$ cat src/design/i2csr_defs.svh
`ifndef I2CSR_DEFS_SVH
`define I2CSR_DEFS_SVH
`define I2CSR_BYTE_BITS 8
`define I2CSR_ADDR_BITS 7
`define I2CSR_RW_BIT 0
`define I2CSR_ACK_CLK 4'h9
`define I2CSR_LAST_BIT_CLK 4'h8
`endif

$ cat src/design/i2csr_pkg.sv
package i2csr_pkg;
  typedef enum logic [3:0] {
    I2CSR_IDLE = 4'b0001,
    I2CSR_SHIFT = 4'b0010,
    I2CSR_ACK = 4'b0100,
    I2CSR_SKIP = 4'b1000
  } i2csr_state_e;
endpackage : i2csr_pkg

$ cat src/design/i2csr_line_if.sv
`timescale 1ns/1ps
`default_nettype none
interface i2csr_line_if;
  logic scl;
  logic sda;
  logic scl_rise;
  logic scl_fall;
  logic start_det;
  logic stop_det;
  modport src (output scl, sda, scl_rise, scl_fall, start_det, stop_det);
  modport dst (input scl, sda, scl_rise, scl_fall, start_det, stop_det);
endinterface : i2csr_line_if
`default_nettype wire

$ cat src/design/i2csr_line_sync.sv
`timescale 1ns/1ps
`default_nettype none
// two-flop synchroniser for scl and sda, then edge and start/stop detection
module i2csr_line_sync (
  input wire logic sys_clk_i,
  input wire logic rst_n_i,
  input wire logic scl_i,
  input wire logic sda_i,
  i2csr_line_if.src line
);
  logic [1:0] meta_reg;
  logic [1:0] meta_next;
  logic [1:0] sync_reg;
  logic [1:0] sync_next;
  logic [1:0] prev_reg;
  logic [1:0] prev_next;

  always_comb begin
    meta_next = {scl_i, sda_i};
    sync_next = meta_reg;
    prev_next = sync_reg;
  end

  always_ff @(posedge sys_clk_i or negedge rst_n_i) begin
    if (!rst_n_i) begin
      meta_reg <= 2'h3;
      sync_reg <= 2'h3;
      prev_reg <= 2'h3;
    end else begin
      meta_reg <= meta_next;
      sync_reg <= sync_next;
      prev_reg <= prev_next;
    end
  end

  assign line.scl = sync_reg[1];
  assign line.sda = sync_reg[0];
  assign line.scl_rise = sync_reg[1] & ~prev_reg[1];
  assign line.scl_fall = ~sync_reg[1] & prev_reg[1];
  // sda moving while scl stays high marks start or stop
  assign line.start_det = sync_reg[1] & prev_reg[1] & prev_reg[0] & ~sync_reg[0];
  assign line.stop_det = sync_reg[1] & prev_reg[1] & ~prev_reg[0] & sync_reg[0];
endmodule : i2csr_line_sync
`default_nettype wire

$ cat src/design/i2csr_rx.sv
// Summary of operation
// - address match with write bit zero clears the read/write status bit.
// - a matching address byte is placed into the receive buffer.
// - overflow at address byte end means no acknowledge, sda left released.
// - overflow means buffer-full set or receive-overflow set.
// - interrupt flag is set once per byte addressed to us, acknowledged or not; a foreign address byte sets no flag.
// - bits sampled on scl rise; address compared at eighth scl fall.
// - clean match loads buffer, sets full, acknowledges, flags at eighth fall.
// - overflow only: load without acknowledge; buffer full: no load, no acknowledge.
// - buffer read clears full; overflow cleared only by software write.
`timescale 1ns/1ps
`default_nettype none
`include "i2csr_defs.svh"
module i2csr_rx (
  input wire logic sys_clk_i,
  input wire logic rst_n_i,
  input wire logic scl_i,
  input wire logic sda_i,
  output logic sda_o,
  output logic sda_oe_o,
  input wire logic enable_i,
  input wire logic [`I2CSR_ADDR_BITS-1:0] slave_address_reg_i,
  input wire logic buffer_read_i,
  input wire logic overflow_clear_i,
  input wire logic irq_flag_clear_i,
  output logic [`I2CSR_BYTE_BITS-1:0] rx_tx_buffer_o,
  output logic buffer_full_flag_o,
  output logic receive_overflow_flag_o,
  output logic port_interrupt_flag_o,
  output logic read_write_flag_o,
  output logic data_not_address_o
);
  i2csr_line_if line ();
  i2csr_line_sync u_sync (
    .sys_clk_i(sys_clk_i),
    .rst_n_i(rst_n_i),
    .scl_i(scl_i),
    .sda_i(sda_i),
    .line(line)
  );

  i2csr_pkg::i2csr_state_e state_reg;
  i2csr_pkg::i2csr_state_e state_next;
  logic [3:0] bitcnt_reg;
  logic [3:0] bitcnt_next;
  logic [`I2CSR_BYTE_BITS-1:0] serial_shift_reg;
  logic [`I2CSR_BYTE_BITS-1:0] serial_shift_next;
  logic addr_phase_reg;
  logic addr_phase_next;
  logic ack_reg;
  logic ack_next;
  logic [`I2CSR_BYTE_BITS-1:0] buf_reg;
  logic [`I2CSR_BYTE_BITS-1:0] buf_next;
  logic bf_reg;
  logic bf_next;
  logic ov_reg;
  logic ov_next;
  logic irq_reg;
  logic irq_next;
  logic rw_reg;
  logic rw_next;
  logic da_reg;
  logic da_next;
  logic overflow;
  logic addr_match;
  logic byte_done;

  assign overflow = bf_reg | ov_reg;
  assign addr_match = serial_shift_reg[`I2CSR_BYTE_BITS-1:1] == slave_address_reg_i;
  // byte end is the eighth scl fall
  assign byte_done = (state_reg == i2csr_pkg::I2CSR_SHIFT) && line.scl_fall &&
                     (bitcnt_reg == `I2CSR_LAST_BIT_CLK);

  always_comb begin
    state_next = state_reg;
    bitcnt_next = bitcnt_reg;
    serial_shift_next = serial_shift_reg;
    addr_phase_next = addr_phase_reg;
    ack_next = ack_reg;
    buf_next = buf_reg;
    bf_next = bf_reg;
    ov_next = ov_reg;
    irq_next = irq_reg;
    rw_next = rw_reg;
    da_next = da_reg;
    // software clears first so a same-cycle hardware set wins
    if (buffer_read_i) begin
      bf_next = 1'b0;
    end
    if (overflow_clear_i) begin
      ov_next = 1'b0;
    end
    if (irq_flag_clear_i) begin
      irq_next = 1'b0;
    end
    case (state_reg)
      i2csr_pkg::I2CSR_IDLE: begin
        ack_next = 1'b0;
      end
      i2csr_pkg::I2CSR_SHIFT: begin
        if (line.scl_rise) begin
          serial_shift_next = {serial_shift_reg[`I2CSR_BYTE_BITS-2:0], line.sda};
          bitcnt_next = bitcnt_reg + 4'h1;
        end
        if (byte_done) begin
          // another slave's address is not a byte for us: no flag, no ack
          if (addr_phase_reg && !addr_match) begin
            state_next = i2csr_pkg::I2CSR_SKIP;
          end else begin
            irq_next = 1'b1;
            state_next = i2csr_pkg::I2CSR_ACK;
            ack_next = !overflow;
            if (!bf_reg) begin
              buf_next = serial_shift_reg;
              bf_next = 1'b1;
            end else begin
              ov_next = 1'b1;
            end
            if (addr_phase_reg) begin
              da_next = 1'b0;
              rw_next = serial_shift_reg[`I2CSR_RW_BIT];
            end else begin
              da_next = 1'b1;
            end
          end
        end
      end
      i2csr_pkg::I2CSR_ACK: begin
        // ack held through the ninth clock, released at its falling edge
        if (line.scl_fall) begin
          ack_next = 1'b0;
          addr_phase_next = 1'b0;
          bitcnt_next = 4'h0;
          // read transfers are not served by this receive path
          state_next = rw_reg ? i2csr_pkg::I2CSR_SKIP : i2csr_pkg::I2CSR_SHIFT;
        end
      end
      i2csr_pkg::I2CSR_SKIP: begin
        ack_next = 1'b0;
      end
      default: begin
        state_next = i2csr_pkg::I2CSR_IDLE;
      end
    endcase
    if (line.start_det) begin
      state_next = i2csr_pkg::I2CSR_SHIFT;
      bitcnt_next = 4'h0;
      addr_phase_next = 1'b1;
      ack_next = 1'b0;
    end else if (line.stop_det) begin
      state_next = i2csr_pkg::I2CSR_IDLE;
      ack_next = 1'b0;
    end
    if (!enable_i) begin
      state_next = i2csr_pkg::I2CSR_IDLE;
      ack_next = 1'b0;
    end
  end

  always_ff @(posedge sys_clk_i or negedge rst_n_i) begin
    if (!rst_n_i) begin
      state_reg <= i2csr_pkg::I2CSR_IDLE;
      bitcnt_reg <= 4'h0;
      serial_shift_reg <= 8'h00;
      addr_phase_reg <= 1'b0;
      ack_reg <= 1'b0;
      buf_reg <= 8'h00;
      bf_reg <= 1'b0;
      ov_reg <= 1'b0;
      irq_reg <= 1'b0;
      rw_reg <= 1'b0;
      da_reg <= 1'b0;
    end else begin
      state_reg <= state_next;
      bitcnt_reg <= bitcnt_next;
      serial_shift_reg <= serial_shift_next;
      addr_phase_reg <= addr_phase_next;
      ack_reg <= ack_next;
      buf_reg <= buf_next;
      bf_reg <= bf_next;
      ov_reg <= ov_next;
      irq_reg <= irq_next;
      rw_reg <= rw_next;
      da_reg <= da_next;
    end
  end

  // open drain: only ever pull low
  assign sda_o = 1'b0;
  assign sda_oe_o = ack_reg;
  assign rx_tx_buffer_o = buf_reg;
  assign buffer_full_flag_o = bf_reg;
  assign receive_overflow_flag_o = ov_reg;
  assign port_interrupt_flag_o = irq_reg;
  assign read_write_flag_o = rw_reg;
  assign data_not_address_o = da_reg;

  ovf_noack_a: assert property (@(posedge sys_clk_i) disable iff (!rst_n_i)
    byte_done && overflow |=> !sda_oe_o)
    else $error("acknowledge driven despite overflow");
  clean_ack_a: assert property (@(posedge sys_clk_i) disable iff (!rst_n_i)
    byte_done && !overflow && (!addr_phase_reg || addr_match) && enable_i && !line.start_det
    && !line.stop_det |=> sda_oe_o && buffer_full_flag_o && port_interrupt_flag_o)
    else $error("clean byte not acknowledged and flagged");
  irq_every_a: assert property (@(posedge sys_clk_i) disable iff (!rst_n_i)
    byte_done && (!addr_phase_reg || addr_match) |=> port_interrupt_flag_o)
    else $error("interrupt flag missing after byte");
  miss_noirq_a: assert property (@(posedge sys_clk_i) disable iff (!rst_n_i)
    byte_done && addr_phase_reg && !addr_match && !port_interrupt_flag_o
    |=> !port_interrupt_flag_o)
    else $error("interrupt flag set for a foreign address");
  irq_sticky_a: assert property (@(posedge sys_clk_i) disable iff (!rst_n_i)
    port_interrupt_flag_o && !irq_flag_clear_i |=> port_interrupt_flag_o)
    else $error("interrupt flag cleared by hardware");
  bf_noload_a: assert property (@(posedge sys_clk_i) disable iff (!rst_n_i)
    byte_done && bf_reg |=> $stable(rx_tx_buffer_o))
    else $error("buffer loaded while full");
  addr_load_a: assert property (@(posedge sys_clk_i) disable iff (!rst_n_i)
    byte_done && addr_phase_reg && addr_match && !bf_reg |=>
    rx_tx_buffer_o == $past(serial_shift_reg))
    else $error("address byte not loaded");
  rw_clear_a: assert property (@(posedge sys_clk_i) disable iff (!rst_n_i)
    byte_done && addr_phase_reg && addr_match && !serial_shift_reg[0] |=> !read_write_flag_o)
    else $error("read/write bit not cleared");
  ov_hold_a: assert property (@(posedge sys_clk_i) disable iff (!rst_n_i)
    receive_overflow_flag_o && !overflow_clear_i |=> receive_overflow_flag_o)
    else $error("overflow cleared without software");
  bf_clear_a: assert property (@(posedge sys_clk_i) disable iff (!rst_n_i)
    buffer_read_i && !byte_done |=> !buffer_full_flag_o)
    else $error("buffer read did not clear full");

  clean_byte_c: cover property (@(posedge sys_clk_i) byte_done && !overflow);
  ovf_byte_c: cover property (@(posedge sys_clk_i) byte_done && ov_reg && !bf_reg);
  full_byte_c: cover property (@(posedge sys_clk_i) byte_done && bf_reg);
endmodule : i2csr_rx
`default_nettype wire

$ cat config.mk
export PLATFORM = sky130hd
export DESIGN_NAME = i2csr_rx
export DESIGN_NICKNAME = d
export VERILOG_FILES = /design/src/design/i2csr_pkg.sv /design/src/design/i2csr_line_if.sv /design/src/design/i2csr_line_sync.sv /design/src/design/i2csr_rx.sv
export VERILOG_INCLUDE_DIRS = /design/src /design/src/design
export SDC_FILE = /design/constraint.sdc
export NUM_CORES = 1
export LEC_CHECK = 0
export ABC_AREA = 1
export BUFFER_PORTS_ARGS = -buffer_cell sky130_fd_sc_hd__buf_4
export CAP_MARGIN = 20
export CORE_MARGIN = 1.5
export CORE_UTILIZATION = 38
export DETAILED_ROUTE_END_ITERATION = 16
export PLACE_DENSITY = 0.59
export SYNTH_ARGS = -nofsm -noshare
export SYNTH_HDL_FRONTEND = slang
export SYNTH_HIERARCHICAL = 1
export SYNTH_SLANG_ARGS = --single-unit
$ cat constraint.sdc
create_clock -name sys_clk_i -period 2.45 [get_ports sys_clk_i]
set_input_delay 0 -clock sys_clk_i [delete_from_list [all_inputs] [get_ports sys_clk_i]]
set_output_delay 0 -clock sys_clk_i [all_outputs]
set_load 0.03 [all_outputs]
==> flow_metrics.py <==
metrics = {
    "global_route": {
        "grt_max_degree": 38,
        "grt_antenna_before_repair": 0,
        "grt.total_usage": 0.152,
        "overflow": 0,
        "grt_pass1_vias": 1376,
        "grt_pass1_wl_mm": 6.07,
    },
    "drt": {
        "drc_errors": 0,
        "wirelength_mm": 3.50,
        "drt-initial-drc-count": 78,
        "wl_per_cell_microns": 11.4,
        "final_antenna_net_count": 0,
        "vias_per_cell": 4.69,
        "dr.pass1.iters": 4,
        "num_vias": 1435,
    },
    "critical_path": {
        "worstPathRequired_ps": 2660,
        "crit_fanout": 12,
        "worst_setup_path_end_kind": "flip-flop",
        "timing.rr.start": "u_sync/prev_reg[1]$_DFF_PN1_",
        "slowest_delay_ps": 540,
        "reg2regPathDepth": 8,
        "critPathLaunchType": "flip-flop",
        "r2r_slack_ps": 580,
        "cp_cell_sequence": "inv_1, nor2_1, nand4_1, nor2_4, nand2_1, nor2_2, nand2_1, o21ai_1",
        "cp.arrival_ps": 2090,
        "path_common_cell": "nand2_1",
        "crit_type": "flip-flop to flip-flop",
        "r2r-end": "read_write_flag_o$_DFFE_PN0P_",
        "crit_buf_inv": 1,
        "cpLargestDelayFamily": "simple AND/OR/NAND/NOR gates",
        "crit_slowest_cell": "dfstp_2",
    },
    "sta": {
        "rsz0062_at_grt": "false",
        "slew_viol_final": 0,
        "setup_slack_ps": 578,
        "hold_viol": 0,
        "timing.final.crit_period_ps": 1870,
        "skew_ps": 8.39,
        "finalSetupTns_ps": 0,
        "max_freq_ghz": 0.534,
        "hold_slack_ps": 215,
        "finalCritPeriodShare": 0.764,
        "finalSetupViolations": 0,
    },
    "finish": {
        "area_growth_pct": 21.2,
        "nNetsFinal": 268,
        "diodes": 0,
        "drive_gt1_frac": 0.254,
        "final_cells": 306,
    },
    "clock_network": {
        "clk_pin_slew_ps": 70,
        "clock_tree.root_cell": "clkbuf_8",
        "clkSinkCount": 37,
        "clockBufferDepth": 2,
        "cts_tree": "done",
        "h-tree-depth": 2,
        "cts_buffers": 5,
        "cts_resized": 0,
        "clock_latency_ps": 290,
    },
    "floorplan": {
        "dieArea_sq_um": 5250,
        "pin_count": 30,
        "fp-row-count": 25,
        "die_width_microns": 72.4,
        "die_h_microns": 72.4,
        "start_util": 0.390,
        "core_region_area_sq_um": 4690,
    },
    "yosys": {
        "synth_cells": 214,
        "ys_seq_area_frac": 0.510,
        "synth_area_sq_um": 1830,
        "avgSynthCellArea_sq_um": 8.56,
        "ys_ff_latch": 37,
        "synth_cell_types": 28,
        "synth_nets": 231,
        "ys_warn_count": 6,
    },
    "power": {
        "power_frac_comb": 0.101,
        "p_int_mw": 0.877,
        "p_clk_frac": 0.347,
        "p_leak_nw": 1.14,
        "p_seq_frac": 0.553,
        "p_sw_frac": 0.252,
        "power_mw": 1.17,
        "power_switching_mw": 0.296,
        "power.density_nw_per_um2": 529,
        "irDropWorstVdd_v": 0.000245,
    },
    "place": {
        "place.gp.congestion": 0.844,
        "dp_cells": 291,
        "dp_hpwl_mm": 2.51,
        "dpl_worst_slack_ps": 600,
        "io_buffers": 28,
    },
    "worst_hold_path": {
        "hold_class": "primary input to asynchronous set/reset pin",
    },
    "flow_run": {
        "maxCapViolCount": 0,
    },
    "outcome": {
        "status": "complete, no violations",
    },
}
==> layer usage <==
layer  vias up  share of wire  global-route usage  wire length [microns]
met5         -              0                   0                      0
met4         0          0.022              0.0797                     78
li1        748              -                   -                      -
met1       649           0.49               0.193                   1730
met2        30           0.45               0.237                   1580
met3         8          0.031              0.0417                    109
==> power by group through the flow <==
| stage | clock network [mW] | registers, mW | logic, mW |
|---|---|---|---|
| floorplan | 0 | 0.660 | 0.0713 |
| global placement | 0 | 0.660 | 0.110 |
| detailed placement | 0 | 0.660 | 0.111 |
| CTS | 0.421 | 0.649 | 0.120 |
| global route | 0.448 | 0.651 | 0.132 |
| finish | 0.407 | 0.649 | 0.118 |
==> logic make-up (layout without fill, tap and decap cells) <==
group / Yosys count / after routing / share of synthesized area
other: 1 / 1 / 0.00205
buffers and inverters: 32 / 70 / 0.0792
DFF: 37 / 37 / 0.510
AOI/OAI and AO/OA: 21 / 21 / 0.0615
adders and majority gates: 2 / 2 / 0.0137
xor gates and xnor gates: 5 / 5 / 0.0239
and+or+nand+nor: 116 / 116 / 0.309
==> how the worst max path moves through the flow <==
| stage | endpoint | depth (start not counted) | start | slack (ps) |
|---|---|---|---|---|
| 5_1_grt | rx_tx_buffer_o[6]$_DFFE_PN0P_ | 7 | u_sync/prev_reg[1]$_DFF_PN1_ | 420 |
| 4_1_cts | read_write_flag_o$_DFFE_PN0P_ | 8 | u_sync/prev_reg[1]$_DFF_PN1_ | 580 |
| 3_5_place_dp | read_write_flag_o$_DFFE_PN0P_ | 8 | u_sync/prev_reg[1]$_DFF_PN1_ | 600 |
| 2_1_floorplan | state_reg[3]$_DFFE_PN0P_ | 11 | u_sync/prev_next[1]$_DFF_PN1_ | 850 |
| 3_3_place_gp | rx_tx_buffer_o[1]$_DFFE_PN0P_ | 7 | u_sync/prev_reg[1]$_DFF_PN1_ | 600 |
| 6_report | read_write_flag_o$_DFFE_PN0P_ | 8 | u_sync/prev_reg[1]$_DFF_PN1_ | 580 |
==> cell usage in the layout (no fill, tap or decap), types with 2 or more instances in the layout <==
cell,netlist,layout
xor2_1,2,2
ha_1,2,2
nand3_2,2,2
o21ai_1,8,8
dfstp_2,7,7
dlygate4sd3_1,0,7
inv_2,3,3
nand4_1,10,10
dfrtp_1,30,30
nand3_1,8,8
a21oi_1,3,3
nor2_1,12,12
nand2_2,3,3
clkbuf_8,0,5
nor2_2,4,4
inv_1,23,23
nand2_1,69,69
nor2_4,4,4
nand3_4,2,2
clkinv_2,1,3
buf_4,2,28
o21ai_0,8,8
xnor2_1,3,3
==> metrics by stage <==
stage,cell area [sq um],util
final,2220,0.473
after global routing,2220,0.473
after CTS,2220,0.473
after detailed placement,2070,0.441
after global placement,2070,0.441
after floorplan,1830,-
==> synthesized netlist by cell type <==
cell type | instances | share of area
nor2_1 | 12 | 0.025
inv_1 | 23 | 0.047
xnor2_1 | 3 | 0.014
nand3_4 | 2 | 0.019
clkinv_2 | 1 | 0.0027
dfrtp_1 | 30 | 0.41
nor2_2 | 4 | 0.014
nand2_4 | 1 | 0.0061
o21ai_1 | 8 | 0.022
buf_4 | 2 | 0.0082
o21ai_2 | 1 | 0.0048
buf_6 | 2 | 0.012
a21oi_1 | 3 | 0.0082
ha_1 | 2 | 0.014
nor2_4 | 4 | 0.025
buf_2 | 1 | 0.0027
nand4_1 | 10 | 0.034
nand3_2 | 2 | 0.011
o21ai_0 | 8 | 0.022
inv_2 | 3 | 0.0061
nand2_1 | 69 | 0.14
nor3_1 | 1 | 0.0027
a21oi_2 | 1 | 0.0048
nand2_2 | 3 | 0.010
dfstp_2 | 7 | 0.10
xor2_1 | 2 | 0.0096
nand3_1 | 8 | 0.022
conb_1 | 1 | 0.0020
==> area by class of cell <==
type                       count  area [sq um]
sequential                    37           935
fill                         479          2470
inverter                      27           103
multi-input combinational    145           752
clock buffer                   6          72.6
tap                           54          67.6
clock inverter                 2          10.0
timing repair buffer          35           280
==> what timing repair did <==
item,4_1_cts,5_1_grt
hold endpoints to repair,37,0
setup buffers,0,0
hold buffers,7,0
Note: power is estimated with default switching activity, not from simulation.
